[config.mk]
export PLATFORM = sky130hd
export DESIGN_NAME = bofl_loader
export DESIGN_NICKNAME = d
export VERILOG_FILES = /design/src/bofl_pkg.sv /design/src/bofl_loader.sv /design/src/bofl_hold_latch.sv /design/src/bofl_prog_gate.sv
export SDC_FILE = /design/constraint.sdc
export NUM_CORES = 1
export LEC_CHECK = 0
export ABC_AREA = 1
export BUFFER_PORTS_ARGS = -buffer_cell sky130_fd_sc_hd__clkbuf_2
export CAP_MARGIN = 20
export CORE_ASPECT_RATIO = 1.25
export CORE_MARGIN = 2
export CORE_UTILIZATION = 41
export CTS_CLUSTER_DIAMETER = 150
export DETAILED_ROUTE_END_ITERATION = 7
export PLACE_DENSITY_LB_ADDON = 0.25
export SKIP_LAST_GASP = 1
export SLEW_MARGIN = 20
export SYNTH_ARGS = -nofsm -noshare
export SYNTH_HDL_FRONTEND = slang
export SYNTH_SLANG_ARGS = --single-unit
[constraint.sdc]
create_clock -name mclk_in -period 1.2 [get_ports mclk_in]
set_clock_uncertainty 0.1 [all_clocks]
set_input_delay 0.06 -clock mclk_in [delete_from_list [all_inputs] [get_ports mclk_in]]
set_output_delay 0.06 -clock mclk_in [all_outputs]
set_load 0.01 [all_outputs]
[src/bofl_pkg.sv]
// Package: constants for the boot option and flash lock loader
package bofl_pkg;
  // Option byte addresses in the flash option row
  localparam logic [0:0] BOFL_ADDR_BOOT = 1'h0;
  localparam logic [0:0] BOFL_ADDR_LOCK = 1'h1;
  // Boot option byte field positions
  localparam int BOFL_BIT_WDT_CLK = 7;
  localparam int BOFL_BIT_RST_PIN_DIS = 6;
  localparam int BOFL_BIT_PORT_LVL = 5;
  localparam int BOFL_BIT_BOR_SEL = 4;
  localparam int BOFL_BIT_OSC_HI = 1;
  localparam int BOFL_BIT_OSC_LO = 0;
  // Lock byte field positions
  localparam int BOFL_BIT_PROG_LOCK = 7;
  localparam int BOFL_BIT_DATA_LOCK = 6;
  // Latch values before load: erased flash reads all ones
  localparam logic [7:0] BOFL_BOOT_RESET = 8'hFF;
  localparam logic [7:0] BOFL_LOCK_RESET = 8'hFF;
  // Reserved boot bits 3:2 read back as zero
  localparam logic [7:0] BOFL_BOOT_MASK = 8'hF3;
  localparam logic [7:0] BOFL_LOCK_MASK = 8'hC0;
  // Flash read latency in cycles
  localparam logic [1:0] BOFL_RD_LAT = 2'h2;
  // Code-space table read addresses of the option bytes
  localparam logic [15:0] BOFL_TBL_BOOT = 16'hFFF0;
  localparam logic [15:0] BOFL_TBL_LOCK = 16'hFFF1;
  // Oscillator source codes
  typedef enum logic [1:0] {
    BOFL_OSC_CRYSTAL = 2'b00,
    BOFL_OSC_RC = 2'b01,
    BOFL_OSC_RSVD = 2'b10,
    BOFL_OSC_EXT = 2'b11
  } bofl_osc_type;
  // Loader states
  typedef enum logic [2:0] {
    BOFL_ST_IDLE = 3'b000,
    BOFL_ST_RD_BOOT = 3'b001,
    BOFL_ST_WT_BOOT = 3'b010,
    BOFL_ST_RD_LOCK = 3'b011,
    BOFL_ST_WT_LOCK = 3'b100,
    BOFL_ST_DONE = 3'b101
  } bofl_state_type;
endpackage

[src/bofl_loader.sv]
// Boot option and flash lock loader: power-up option byte load
// Overview of operation
// RL1: Options load at power-up only; running code cannot change them.
// RL2: Options live in two flash bytes, programmable and verifiable repeatedly.
// RL3: Program code reads both option bytes through a code table read.
// RL4: Boot bit 7 picks watchdog clock: 0 internal RC, 1 CPU clock.
// RL5: Boot bit 6 high turns the reset pin into a plain input.
// RL6: Boot bit 5 sets port level during reset: 0 low, 1 high.
// RL7: Boot bit 4 picks brownout threshold: 0 high level, 1 low level.
// RL8: Boot bits 1:0 pick CPU clock source; bits 3:2 reserved.
// RL9: Program lock at 0 refuses outside access to program flash, options.
// RL10: Data lock at 0 refuses outside access to data flash, options.
// RL11: Both locks at 1 allow full erase, program and read access.
// RL12: Program lock 0, data lock 1 blocks program area reads only; code refuses every program and option area request.
// RL13: Both locks 0 block both areas; program 1 with data 0 unsupported.
// RL14: Bytes are latched during power-on reset before the CPU is released.
`timescale 1ns/1ps
`default_nettype none
module bofl_loader
  import bofl_pkg::*;
#(
  parameter int ADDR_W = 16
) (
  input wire logic mclk_in,
  input wire logic resetn_in,
  // Flash option row read port
  output logic opt_rd_out,
  output logic opt_addr_out,
  input wire logic [7:0] opt_data_in,
  // CPU reset release
  output logic cpu_resetn_out,
  output logic load_done_out,
  // Code-space table read
  input wire logic tbl_rd_in,
  input wire logic [ADDR_W-1:0] tbl_addr_in,
  output logic tbl_hit_out,
  output logic [7:0] tbl_data_out,
  // Option selects
  output logic watchdog_clock_select_out,
  output logic reset_pin_disable_out,
  output logic port_reset_level_out,
  output logic brownout_threshold_select_out,
  output logic osc_select_hi_out,
  output logic osc_select_lo_out,
  output logic osc_reserved_out,
  output logic lock_invalid_out,
  // External programmer access
  input wire logic ext_req_in,
  input wire logic ext_area_data_in,
  input wire logic ext_area_option_in,
  output logic ext_grant_out,
  output logic ext_refuse_out
);
  bofl_state_type state_ff;
  bofl_state_type nxt_state;
  logic [1:0] wait_ff;
  logic [1:0] nxt_wait;
  logic load_boot;
  logic load_lock;
  logic [7:0] boot_byte;
  logic [7:0] lock_byte;
  logic [7:0] tbl_data_ff;
  logic tbl_hit_ff;
  logic cpu_resetn_ff;
  logic lat_done;

  // Load sequence: read boot byte, then lock byte, then release
  always_comb begin
    nxt_state = state_ff;
    nxt_wait = wait_ff;
    unique case (state_ff)
      BOFL_ST_IDLE: begin
        nxt_state = BOFL_ST_RD_BOOT;
      end
      BOFL_ST_RD_BOOT: begin
        nxt_state = BOFL_ST_WT_BOOT;
        nxt_wait = BOFL_RD_LAT;
      end
      BOFL_ST_WT_BOOT: begin
        nxt_wait = wait_ff - 2'h1;
        if (lat_done) begin
          nxt_state = BOFL_ST_RD_LOCK;
        end
      end
      BOFL_ST_RD_LOCK: begin
        nxt_state = BOFL_ST_WT_LOCK;
        nxt_wait = BOFL_RD_LAT;
      end
      BOFL_ST_WT_LOCK: begin
        nxt_wait = wait_ff - 2'h1;
        if (lat_done) begin
          nxt_state = BOFL_ST_DONE;
        end
      end
      BOFL_ST_DONE: begin
        nxt_state = BOFL_ST_DONE; // RL1
      end
      default: begin
        nxt_state = BOFL_ST_IDLE;
      end
    endcase
  end

  assign lat_done = (wait_ff == 2'h1);

  // State and latency counter
  always_ff @(posedge mclk_in or negedge resetn_in) begin
    if (!resetn_in) begin
      state_ff <= BOFL_ST_IDLE;
      wait_ff <= 2'h0;
    end else begin
      state_ff <= nxt_state;
      wait_ff <= nxt_wait;
    end
  end

  // Flash reads issued only by the loader, never by software
  assign opt_rd_out = (state_ff == BOFL_ST_RD_BOOT) ||
                      (state_ff == BOFL_ST_RD_LOCK);
  assign opt_addr_out = (state_ff == BOFL_ST_RD_LOCK) ||
                        (state_ff == BOFL_ST_WT_LOCK) ?
                        BOFL_ADDR_LOCK : BOFL_ADDR_BOOT; // RL2
  assign load_boot = (state_ff == BOFL_ST_WT_BOOT) && lat_done; // RL14
  assign load_lock = (state_ff == BOFL_ST_WT_LOCK) && lat_done; // RL14

  // Boot option latch; reserved bits forced to zero
  bofl_hold_latch #(
    .WIDTH(8),
    .RESET_VAL(BOFL_BOOT_RESET & BOFL_BOOT_MASK)
  ) u_boot_latch (
    .mclk_in(mclk_in),
    .resetn_in(resetn_in),
    .load_in(load_boot),
    .data_in(opt_data_in & BOFL_BOOT_MASK),
    .data_out(boot_byte)
  );

  // Lock latch; erased value holds both lock bits at 1 until loaded
  bofl_hold_latch #(
    .WIDTH(8),
    .RESET_VAL(BOFL_LOCK_RESET & BOFL_LOCK_MASK)
  ) u_lock_latch (
    .mclk_in(mclk_in),
    .resetn_in(resetn_in),
    .load_in(load_lock),
    .data_in(opt_data_in & BOFL_LOCK_MASK),
    .data_out(lock_byte)
  );

  // CPU held in reset until both bytes are latched
  always_ff @(posedge mclk_in or negedge resetn_in) begin
    if (!resetn_in) begin
      cpu_resetn_ff <= 1'b0;
    end else begin
      cpu_resetn_ff <= (state_ff == BOFL_ST_DONE); // RL14
    end
  end
  assign cpu_resetn_out = cpu_resetn_ff;
  assign load_done_out = (state_ff == BOFL_ST_DONE);

  // Option selects straight from the latches
  assign watchdog_clock_select_out = boot_byte[BOFL_BIT_WDT_CLK]; // RL4
  assign reset_pin_disable_out = boot_byte[BOFL_BIT_RST_PIN_DIS]; // RL5
  assign port_reset_level_out = boot_byte[BOFL_BIT_PORT_LVL]; // RL6
  assign brownout_threshold_select_out = boot_byte[BOFL_BIT_BOR_SEL]; // RL7
  assign osc_select_hi_out = boot_byte[BOFL_BIT_OSC_HI]; // RL8
  assign osc_select_lo_out = boot_byte[BOFL_BIT_OSC_LO]; // RL8
  // Flag the reserved source so clock logic can fall back safely
  assign osc_reserved_out = (boot_byte[1:0] == BOFL_OSC_RSVD); // RL8
  // Unsupported lock pair: program open with data shut
  assign lock_invalid_out = lock_byte[BOFL_BIT_PROG_LOCK] &
                            ~lock_byte[BOFL_BIT_DATA_LOCK]; // RL13

  // Table read: registered data, zero when the address misses
  always_ff @(posedge mclk_in or negedge resetn_in) begin
    if (!resetn_in) begin
      tbl_data_ff <= 8'h00;
      tbl_hit_ff <= 1'b0;
    end else if (tbl_rd_in) begin
      if (tbl_addr_in == BOFL_TBL_BOOT[ADDR_W-1:0]) begin
        tbl_data_ff <= boot_byte; // RL3
        tbl_hit_ff <= 1'b1;
      end else if (tbl_addr_in == BOFL_TBL_LOCK[ADDR_W-1:0]) begin
        tbl_data_ff <= lock_byte; // RL3
        tbl_hit_ff <= 1'b1;
      end else begin
        tbl_data_ff <= 8'h00;
        tbl_hit_ff <= 1'b0;
      end
    end else begin
      tbl_hit_ff <= 1'b0;
    end
  end
  assign tbl_data_out = tbl_data_ff;
  assign tbl_hit_out = tbl_hit_ff;

  // Programmer gate; nothing granted before the locks are loaded
  bofl_prog_gate u_gate (
    .mclk_in(mclk_in),
    .resetn_in(resetn_in),
    .valid_in(state_ff == BOFL_ST_DONE),
    .program_flash_lock_in(lock_byte[BOFL_BIT_PROG_LOCK]),
    .data_flash_lock_in(lock_byte[BOFL_BIT_DATA_LOCK]),
    .req_in(ext_req_in),
    .area_data_in(ext_area_data_in),
    .area_option_in(ext_area_option_in),
    .grant_out(ext_grant_out),
    .refuse_out(ext_refuse_out)
  );
endmodule // bofl_loader
`default_nettype wire

[src/bofl_hold_latch.sv]
// Holding latch for one option byte, loaded once per power-on reset
`timescale 1ns/1ps
`default_nettype none
module bofl_hold_latch #(
  parameter int WIDTH = 8,
  parameter logic [WIDTH-1:0] RESET_VAL = '1
) (
  input wire logic mclk_in,
  input wire logic resetn_in,
  input wire logic load_in,
  input wire logic [WIDTH-1:0] data_in,
  output logic [WIDTH-1:0] data_out
);
  logic [WIDTH-1:0] hold_ff;
  // Capture only on load; nothing else can write it
  always_ff @(posedge mclk_in or negedge resetn_in) begin
    if (!resetn_in) begin
      hold_ff <= RESET_VAL;
    end else if (load_in) begin
      hold_ff <= data_in;
    end
  end
  assign data_out = hold_ff;
endmodule // bofl_hold_latch
`default_nettype wire

[src/bofl_prog_gate.sv]
// External programmer access gate driven by the lock bits
`timescale 1ns/1ps
`default_nettype none
module bofl_prog_gate (
  input wire logic mclk_in,
  input wire logic resetn_in,
  input wire logic valid_in,
  input wire logic program_flash_lock_in,
  input wire logic data_flash_lock_in,
  input wire logic req_in,
  input wire logic area_data_in,
  input wire logic area_option_in,
  output logic grant_out,
  output logic refuse_out
);
  logic allow;
  // Zero lock bit shuts its area and the option bytes
  always_comb begin
    if (!valid_in) begin
      allow = 1'b0;
    end else if (area_option_in) begin
      allow = program_flash_lock_in & data_flash_lock_in; // RL9 RL10
    end else if (area_data_in) begin
      allow = data_flash_lock_in; // RL10 RL12 RL13
    end else begin
      allow = program_flash_lock_in; // RL9 RL12 RL13
    end
  end
  logic grant_ff;
  logic refuse_ff;
  // Registered answer, one cycle after the request
  always_ff @(posedge mclk_in or negedge resetn_in) begin
    if (!resetn_in) begin
      grant_ff <= 1'b0;
      refuse_ff <= 1'b0;
    end else begin
      grant_ff <= req_in & allow; // RL11
      refuse_ff <= req_in & ~allow;
    end
  end
  assign grant_out = grant_ff;
  assign refuse_out = refuse_ff;
endmodule // bofl_prog_gate
`default_nettype wire

==> metrics.md, run 1 <==
| Metric | Value |
|---|---|
| Outcome | finished, violations left |
| Failing checks | negative setup slack |
| Nets@finish | 247 |
| Ys flop type | dfrtp_1 |
| P_leak | 0.981 nW |
| Initial antenna violation count | 0 |
| Fmax | 739 MHz |
| CTS root buf | clkbuf_4 |
| ANT nets after route | 0 |
| Slew @ Worst Pin | 0.551 ns |
| Worst hold slack | ~0.0095 ns |
| Mapped Cells | 139 |
| Yosys warns | 0 |
| Placer Congestion | 0.742 |
| Die W | 50.8 µm |
| Worst setup startpoint | state_ff[0] |
| Most common library cells after synthesis | nand2_1 (41), inv_1 (20), dfrtp_1 (15), nor2_1 (14), o21ai_0 (9) |
| Vias in the first global route | 1060 |
| WS Path Type | reg -> out |
| Synth unique cells | 19 |
| Rows | 21 |
| DP Wirelength | 1780 µm |
| Wirelength per Cell | 10.5 µm |
| R2R Path End | wait_ff[1] |
| Synth Area in Simple Gates | 0.294 |
| Drt drc | 0 |
| Slew headroom | 0.633 |
| H-tree Lvls | 1 |
| # setup viols final | 16 |
| Synth Cell Area | 1120 µm² |
| Arrival @ worst endpoint | about 1.2 ns |
| Pin count of the biggest net entering global routing | 24 |
| Area leader, netlist | dfrtp_1 |
| Xor-xnor portion of the synthesized cell area | 0 |
| I/O pins | 53 |
| Worst R2R Start | state_ff[2] |
| Placed Area | 1410 µm² |
| Layout cells sized above 1 | 0.498 |
| Gr ovfl total | 0 |
| Tmin final | 1.35 ns |
| Final Cell Area | 1780 µm² |
| Core Box Area | 2650 µm² |
| Max IR drop VDD | 0.532 mV |
| Via density | 4.47 |
| Fin. Hold Viols | 0 |
| Starting DRT DRC Count | 8 |
| Top cell type's share of synthesized area | 0.334 |
| Die Y | 62.5 µm |
| Crit-path max FO | 2 |
| Post-Place Setup Slack | -0.00745 ns |
| Post-synth EDFFs | 0 |
| Post-Synth Adder-Cell Area | 0.0111 |
| Complex-gate fraction of the synthesized area | 0.0780 |
| Final WS setup | -0.154 ns |
| Yosys reg bits | 23 |
| Hold crit path type | in -> reg |
| RSZ-0062 raised after global routing | true |
| Fillers | roughly 230 |
| # port buffers | 48 |
| Largest family of logic cells by synthesized area | simple AND/OR/NAND/NOR gates |
| Worst-skew pair later-pin latency | 0.31 ns |
| P&R area growth vs syn | 58.6% |
| Max cap viols | 0 |
| Fraction of registers with async set/reset | 1.00 |
| Drt pass-1 iters | 4 |
| TritonCTS Buffers | 3 |
| CTS max path bufs | 2 |
| R2R Setup Slk | -0.10 ns |
| Synth area leaders | dfrtp_1 (33%), dfstp_2 (19%), nand2_1 (14%), inv_1 (6.7%), nor2_1 (4.7%) |
| Via Count | 1112 |
| Pwr Density | 763 nW/µm² |
| Multiplexer area fraction after synthesis | 0 |
| Worst r2r path cells | 7 |
| Max Slew Vio Count | 0 |
| CP endpoint kind | output pin |
| Reg clk slew, reported paths | 0.11 ns |
| WP data required | 1.04 ns |
| Register area share after synthesis | 0.522 |
| Initial core utilization | 0.423 |
| Most common cell in the netlist | nand2_1 |
| Critical path startpoint category | flop |
| CTS tree | yes |
| Total Routing Usage GR | 0.174 |
| First-pass GRT wire length | approximately 4300 µm |
| Syn Area/Cell | 8.07 µm² |
| Clock Sink Count | 23 |
| # diodes | 0 |
| Tcrit/Tclk final | 1.13 |
| Worst Setup EP | opt_addr_out |
| Layout Utilization | 0.671 |
| Total wire length | 2620 µm |
| Die area | ~3200 µm² |
==> state kept, by name, summed over array words and instances, names as in the netlist <==
register,count
u_boot_latch.data_out,6
state_ff,3
tbl_hit_out,1
u_gate.refuse_out,1
tbl_data_out,6
u_lock_latch.data_out,2
u_gate.grant_out,1
wait_ff,2
cpu_resetn_out,1
==> cell usage in the layout (no fill, tap or decap), drive strengths merged <==
cell,instances
nand2,44
clkbuf,43
buf,24
inv,22
nor2,20
dfrtp,15
o21ai,13
dlygate4sd3,9
dfstp,8
nand3,8
a21oi,3
conb,2
o211ai,1
nor3,1
ha,1
clkinv,1
==> worst max-delay path, stage by stage, from the launching register on <==
cell and delay (ns):
dfrtp_1 0.42, buf_6 0.14, nor2_4 0.11, inv_2 0.04, o21ai_2 0.05, buf_2 0.14
==> layout make-up <==
type                            count  area (µm²)  area share
Tap cell                           34        42.5      0.0239
Clock inverter                      1        5.00     0.00281
Clock buffer                        3        22.5      0.0126
Timing Repair Buffer               73         500       0.281
Inverter                           22        85.1      0.0478
Multi-Input combinational cell     93         538       0.302
Sequential cell                    23         587       0.330
==> layer usage <==
layer,vias to the layer above,track usage,share of wire
met3,4,0.0263,0.057
met2,38,0.329,0.54
met5,-,0,0
li1,574,-,-
met1,496,0.187,0.39
met4,0,0.0676,0.015
==> per-stage QoR <==
step,cells,total power (W),setup TNS [ns]
global route,249,0.00144,-2.85
detailed placement,221,0.000971,-0.0127
global placement,221,0.000967,0
finish,249,0.00136,-1.42
floorplan,140,0.000891,0
CTS,241,0.00134,-1.86
==> worst min path at each step <==
| stage | cells past startpoint | from | to |
|---|---|---|---|
| detailed placement | 1 | resetn_in | tbl_data_out[0] |
| floorplan | 0 | resetn_in | cpu_resetn_out |
| global route | 5 | tbl_addr_in[0] | tbl_hit_out |
| CTS | 4 | ext_area_option_in | u_gate.grant_out |
| global placement | 1 | resetn_in | tbl_data_out[1] |
| finish | 4 | ext_area_option_in | u_gate.grant_out |
==> where the power goes <==
group | internal (W) | switching [W] | total [W] | leakage, nW
Clock | 0.000124 | 0.000222 | 0.000346 | 0.0177
Sequential | 0.000805 | 0.0000135 | 0.000818 | 0.276
Combinational | 0.000102 | 0.0000916 | 0.000193 | 0.688
Total | 0.00103 | 0.000327 | 0.00136 | 0.981
==> what timing repair did <==
| item | CTS | global route |
|---|---|---|
| setup endpoints to repair | 10 | 21 |
| pin swaps | 4 | 11 |
| buffers inserted | 6 | 9 |
| gates resized for setup | 7 | 40 |
| hold buffers | 9 | 0 |
| gates cloned | 1 | 0 |
| hold endpoints to repair | 37 | 0 |
==> kinds of logic after synthesis <==
kind of cell             after synthesis
adder cells (fa/ha/maj)                1
AO/OA/AOI/OAI                         17
other                                  1
flip-flops                            23
AND/OR/NAND/NOR                       72
buffers and inverters                 25
(Power assumes the default switching activity.)
==> inputs of run 2 (changes only) <==
==> constraint.sdc (replaced) <==
create_clock -name mclk_in -period 1.2 [get_ports mclk_in]
set_clock_uncertainty 0.1 [all_clocks]
set_input_delay 0.06 -clock mclk_in [delete_from_list [all_inputs] [get_ports mclk_in]]
set_output_delay 0.06 -clock mclk_in [all_outputs]
set_load 0.1 [all_outputs]
==> run 2 against run 1 <==
  * The run still ends with negative setup slack left
  * Highest routed layer unchanged
  * Die area unchanged
  * Critical path type unchanged
  * Fmax shrank 13%
  * Via count grew 11%
  * Critical endpoint is now load_done_out
  * Clock power rose by 10%
  * Sequential share of layout area shrank 5.0 points
==> metrics.md, run 2 (synthesis results as in run 1) <==
| Metric | Value |
|---|---|
| Outcome | finished, violations left |
| Failing checks | negative setup slack |
| # setup viols final | 27 |
| Max cap viols | 0 |
| Vias in the first global route | 1235 |
| I/O pins | 53 |
| Via Count | 1231 |
| Rows | 21 |
| Slew headroom | 0.624 |
| P&R area growth vs syn | 96.8% |
| Die Y | 62.5 µm |
| Pin count of the biggest net entering global routing | 24 |
| DP Wirelength | 1920 µm |
| Min-delay src | ext_area_option_in |
| R2R Path End | state_ff[0] |
| Placed instance count | 222 |
| CTS root buf | clkbuf_4 |
| RSZ-0062 raised after global routing | true |
| Nets@finish | 255 |
| Sw Share | 0.324 |
| Tcrit/Tclk final | 1.29 |
| Total Routing Usage GR | 0.222 |
| Fin. Hold Viols | 0 |
| Met1 usage | 0.232 |
| Wirelength per Cell | 14.1 µm |
| Tmin final | 1.55 ns |
| CTS tree | yes |
| Die area | 3170 µm² |
| Clk pwr share | 0.233 |
| TritonCTS Buffers | 3 |
| Fmax | 646 MHz |
| Hold endpoint | u_gate.grant_out |
| Reg clk slew, reported paths | 0.13 ns |
| Gr ovfl total | 0 |
| Worst setup startpoint | state_ff[1] |
| Initial core utilization | 0.423 |
| Clock Sink Count | 23 |
| # diodes | 0 |
| Max Slew Vio Count | 0 |
| Layout Utilization | 0.832 |
| Hold crit path type | in -> reg |
| Slowest cell on crit path | dfrtp_1 |
| CTS max path bufs | 2 |
| H-tree Lvls | 1 |
| Slew @ Worst Pin | 0.563 ns |
| ANT nets after route | 0 |
| Busiest grt layer | met2 |
| Max IR drop VDD | 0.699 mV |
| Critical path's most frequent cell | buf_12 |
| Switching power | 0.000531 W |
| Met3 GRT Util | 0.0383 |
| R2R Setup Slk | -0.29 ns |
| WS Path Type | reg -> out |
| Placer Congestion | ~0.8 |
| Pwr Density | ~740 nW/µm² |
| Worst R2R Start | state_ff[0] |
| Commonest non-fill, non-tap cells in the layout | nand2_1 (39), clkbuf_2 (27), buf_12 (22) |
| Worst r2r path cells | 8 |
| Commonest non-fill, non-tap cell in the layout | nand2_1 |
| Worst-skew pair later-pin latency | around 0.33 ns |
| Hold depth | 4 |
| Critical path, cell by cell | inv_4 -> nand2_4 -> buf_12 -> nor2_4 -> buf_12 |
| P_leak | 1.12 nW |
| Layout cells sized above 1 | 0.556 |
| First-pass GRT wire length | 5350 µm |
| CP endpoint kind | output pin |
| Cell internal pwr | 0.00111 W |
| Drt drc | 0 |
| Comb pwr share | 0.258 |
| Total wire length | 3620 µm |
| Drt pass-1 iters | 4 |
| Initial antenna violation count | 0 |
| Met2 GRT Util | 0.423 |
| Core Box Area | 2650 µm² |
| Die W | a little over 50 µm |
| Fin Setup TNS | -5.36 ns |
| # port buffers | 48 |
| Via density | 4.79 |
| CP max stage delay | approximately 0.47 ns |
| Critical path startpoint category | flop |
| Starting DRT DRC Count | 35 |
| Crit-path max FO | 3 |
| Fin cells | 257 |
| WP data required | 1.04 ns |
| Arrival @ worst endpoint | 1.39 ns |
| Final WS setup | -0.348 ns |
| Reg power frac | 0.509 |
[run 2: cell count changes in the layout (fill, tap and decap cells not counted), moves of 5 or more]
cell / previous run / this run
dfrtp_2: 1 / 7
buf_4: 11 / 16
dfstp_4: 0 / 6
dfstp_2: 8 / 2
dfrtp_1: 14 / 8
clkbuf_2: 40 / 27
buf_12: 0 / 22
[run 2: worst max path at each step]
stage | to | slack, ns | cells after the start
after floorplan | opt_addr_out | -0.67 | 4
after global placement | opt_addr_out | -0.006 | 5
after detailed placement | wait_ff[0] | -0.07 | 6
after CTS | opt_addr_out | -0.30 | 4
after global routing | load_done_out | -0.38 | 5
final | load_done_out | -0.35 | 5
[run 2: metrics by stage]
stage          cell area [µm²]  hold slack (ns)  power (W)  worst slack (ns)
6_report                  2210          0.00414    0.00164            -0.348
2_1_floorplan             1200           -0.336    0.00106            -0.668
5_1_grt                   2210           0.0567    0.00168            -0.384
3_3_place_gp              1800          -0.0348    0.00120          -0.00602
3_5_place_dp              1800          -0.0323    0.00121           -0.0707
4_1_cts                   2110           0.0240    0.00160            -0.299
[run 2: what timing repair did]
action,in CTS,in global routing
gates resized for setup,14,18
setup endpoints to repair,23,28
pin swaps,8,10
hold endpoints to repair,40,0
cloned,1,0
buffers inserted,16,6
hold buffers,9,0
[run 2: power by group through the flow]
stage / clock network, W / registers, W / logic [W]
global placement: 0 / 0.000848 / 0.000352
detailed placement: 0 / 0.000850 / 0.000357
finish: 0.000381 / 0.000834 / 0.000422
CTS: 0.000359 / 0.000832 / 0.000407
global route: 0.000402 / 0.000836 / 0.000445
floorplan: 0 / 0.000952 / 0.000107
[run 2: layer usage]
| layer | vias up | share of wire |
|---|---|---|
| li1 | 597 | - |
| met1 | 584 | 0.33 |
| met2 | 42 | 0.61 |
| met3 | 8 | 0.038 |
| met4 | 0 | 0.024 |
| met5 | - | 0 |
[run 2: area by class of cell]
| cell class | instances | area, µm² |
|---|---|---|
| Tap cell | 34 | 42.5 |
| Multi-Input combinational cell | 93 | 571 |
| Clock buffer | 4 | 26.3 |
| Timing Repair Buffer | 81 | 865 |
| Fill cell | 150 | 445 |
| Inverter | 22 | 87.6 |
| Sequential cell | 23 | 617 |
[run 2: critical path: cells and delay by family (launching register included)]
family	cells	cell delay [ns]
buffers and inverters	3	0.41
DFF	1	0.47
and+or+nand+nor	2	0.19
==> inputs of run 3 (changes only) <==
--- a/config.mk
+++ b/config.mk
@@ -10,7 +10,7 @@
 export CAP_MARGIN = 20
 export CORE_ASPECT_RATIO = 1.25
 export CORE_MARGIN = 2
-export CORE_UTILIZATION = 41
+export CORE_UTILIZATION = 45
 export CTS_CLUSTER_DIAMETER = 150
 export DETAILED_ROUTE_END_ITERATION = 7
 export PLACE_DENSITY_LB_ADDON = 0.25
@@ -18,4 +18,6 @@
 export SLEW_MARGIN = 20
 export SYNTH_ARGS = -nofsm -noshare
 export SYNTH_HDL_FRONTEND = slang
+export SYNTH_HIERARCHICAL = 1
 export SYNTH_SLANG_ARGS = --single-unit
+export TNS_END_PERCENT = 10
==> run 3 against run 2 <==
  * The run still ends with negative setup slack left
  * Global-route usage fell by 0.81 points
  * Sequential cell count rose by 10
  * Critical path depth did not move
  * Area after synthesis rose by 43%
  * Combinational power fell by 4%
  * Register-to-register slack improved by 0.12 ns
  * Fmax rose by 5.1%
  * Clock-buffer cell count rose by 3
  * Synthesized cell count rose by 45%
  * First-iteration DRC count rose by 37%
  * Worst setup slack improved by 0.076 ns
==> metrics.md, run 3 <==
| Metric | Value |
|---|---|
| Outcome | finished, violations left |
| Failing checks | negative setup slack |
| CTS root buf | clkbuf_8 |
| DP Wirelength | 2620 µm |
| Placed Area | around 2400 µm² |
| Rows | 24 |
| WP data required | 1.04 ns |
| WS Path Type | reg -> out |
| First-pass GRT wire length | 6760 µm |
| RSZ-0062 raised after global routing | true |
| Pwr Density | around 1000 nW/µm² |
| Critical path, cell by cell | inv_2 -> buf_6 -> nor3_4 -> buf_6 -> buf_12 |
| Initial core utilization | 0.466 |
| Critical path's most frequent cell | buf_6 |
| P_leak | 1.44 nW |
| Clock Sink Count | 33 |
| Most common cell in the netlist | nand2_1 |
| # diodes | 0 |
| Critical path startpoint category | flop |
| Largest family of logic cells by synthesized area | simple AND/OR/NAND/NOR gates |
| Max IR drop VDD | ~0.99 mV |
| Post-synth EDFFs | 0 |
| Via Count | 1574 |
| Layout cells sized above 1 | 0.366 |
| Drt drc | 0 |
| Worst r2r path cells | 7 |
| Mapped Cells | 201 |
| # setup viols final | 29 |
| Ys flop type | dfrtp_1 |
| Synth unique cells | 23 |
| Hold crit path type | in -> reg |
| Yosys reg bits | 33 |
| R2R Setup Slk | -0.17 ns |
| Slowest cell on crit path | dfrtp_1 |
| Reg clk slew, reported paths | 0.07 ns |
| Tot Pwr | 0.00267 W |
| Fin cells | 334 |
| Fin. Hold Viols | 0 |
| Worst R2R Start | state_ff[2] |
| Gr ovfl total | 0 |
| Starting DRT DRC Count | 48 |
| Crit path max-delay family | buffers and inverters |
| Fillers | 231 |
| Synth Cell Area | 1610 µm² |
| Post-Synth Adder-Cell Area | 0.00778 |
| Final Cell Area | ~2700 µm² |
| Vias in the first global route | 1569 |
| Tmin final | ~1.5 ns |
| Initial antenna violation count | 0 |
| Complex-gate fraction of the synthesized area | 0.0210 |
| Fmax | 679 MHz |
| Synth area leaders | dfrtp_1 (39%), nand2_1 (22%), dfstp_2 (13%), nand3_1 (5.6%), inv_1 (3.5%) |
| Pin count of the biggest net entering global routing | 34 |
| Core Box Area | 3450 µm² |
| Area leader, netlist | dfrtp_1 |
| Total wire length | 3820 µm |
| R2R Path End | u_boot_latch/data_out[4] |
| CTS max path bufs | 2 |
| Top cell type's share of synthesized area | 0.389 |
| Crit-path max FO | 4 |
| Total Routing Usage GR | 0.214 |
| I/O pins | 53 |
| Worst path depth | 5 |
| Fraction of registers with async set/reset | 1.00 |
| ANT nets after route | 0 |
| H-tree Lvls | 2 |
| Nets@finish | 325 |
| Max cap viols | 0 |
| CTS tree | yes |
| Multiplexer area fraction after synthesis | 0 |
| Yosys warns | 6 |
| Worst path bufs/invs | 4 |
| CP max stage delay | 0.39 ns |
| Worst setup startpoint | state_ff[0] |
| Commonest non-fill, non-tap cells in the layout | nand2_1 (94), clkbuf_2 (27), dfrtp_1 (24) |
| CP endpoint kind | output pin |
| Final WS setup | -0.272 ns |
| Die area | 4070 µm² |
| Xor-xnor portion of the synthesized cell area | 0 |
| Register area share after synthesis | 0.519 |
| Die Y | 70.9 µm |
| Arrival @ worst endpoint | 1.31 ns |
| TritonCTS Buffers | 5 |
| Synth Area in Simple Gates | 0.376 |
| Syn Area/Cell | 8.01 µm² |
| Via density | 4.71 |
| Tcrit/Tclk final | 1.23 |
| Die W | 57.5 µm |
| Drt pass-1 iters | 4 |
| P&R area growth vs syn | 67.1% |
| Worst-skew pair later-pin latency | 0.29 ns |
| Wirelength per Cell | 11.4 µm |
| Placer Congestion | 0.730 |
| Most common library cells after synthesis | nand2_1 (96), dfrtp_1 (25), nand3_1 (18), inv_1 (15), nor2_1 (13) |
| # port buffers | 50 |
| Commonest non-fill, non-tap cell in the layout | nand2_1 |
| Worst Setup EP | load_done_out |
| Placed instance count | around 310 |
| Max Slew Vio Count | 0 |
-- run 3: worst min path at each step --
stage                   start         endpoint  slack (ns)  depth (start not counted)
CTS                 tbl_rd_in  tbl_data_out[6]       0.003                          3
finish              tbl_rd_in  tbl_data_out[5]       0.006                          3
floorplan           resetn_in   cpu_resetn_out       -0.34                          0
global placement    resetn_in      tbl_hit_out       0.006                          2
global route        tbl_rd_in  tbl_data_out[6]       0.008                          3
detailed placement  resetn_in  tbl_data_out[7]       0.005                          2
-- run 3: layout make-up --
type / count / area, µm² / share of cell area
clock buffer: 7 / 86.3 / 0.0321
clock inverter: 1 / 30.0 / 0.0112
inverter: 19 / 71.3 / 0.0265
multi-input combinational: 152 / 724 / 0.269
sequential: 33 / 837 / 0.311
tap: 39 / 48.8 / 0.0181
timing repair buffer: 83 / 891 / 0.331
-- run 3: what timing repair did --
| item | CTS | global route |
|---|---|---|
| gates cloned | 0 | 0 |
| pin swaps | 2 | 1 |
| setup buffers | 2 | 4 |
| setup endpoints to repair | 27 | 32 |
| hold buffers | 13 | 0 |
| gates resized for setup | 4 | 5 |
| endpoints found under the hold margin | 36 | 0 |
-- run 3: worst reg2reg max path, stage by stage (launching register included) --
cell and delay [ns]:
dfrtp_1 0.38, inv_2 0.07, buf_4 0.10, nand3_1 0.13, nor2_1 0.22, buf_4 0.19
nand2_1 0.05, nand2_1 0.08
-- run 3: routing by layer --
layer	GRT usage	wire, µm
met1	0.254	1500
met4	0.0853	79
met3	0.0420	167
met5	0	0
met2	0.374	2080
-- run 3: through the flow --
step / setup TNS (ns) / utilization / setup slack (ns) / hold WS [ns]
2_1_floorplan: -5.21 / - / -0.604 / -0.336
3_3_place_gp: -0.352 / 0.686 / -0.0472 / 0.00613
3_5_place_dp: -0.958 / 0.686 / -0.0888 / 0.00476
4_1_cts: -3.54 / 0.765 / -0.277 / 0.00295
5_1_grt: -5.26 / 0.779 / -0.322 / 0.00804
6_report: -3.06 / 0.779 / -0.272 / 0.00553
-- run 3: logic make-up after synthesis --
kind of cell	Yosys count
AO/OA/AOI/OAI	6
buffers and inverters	23
adder cells (fa/ha/maj)	1
flip-flops	33
AND/OR/NAND/NOR	137
other	1
-- run 3: where the power goes --
group	internal, W	switching (W)
Combinational	0.000158	0.000245
Clock	0.000677	0.000402
Sequential	0.00116	0.0000329
Total	0.00199	0.000680
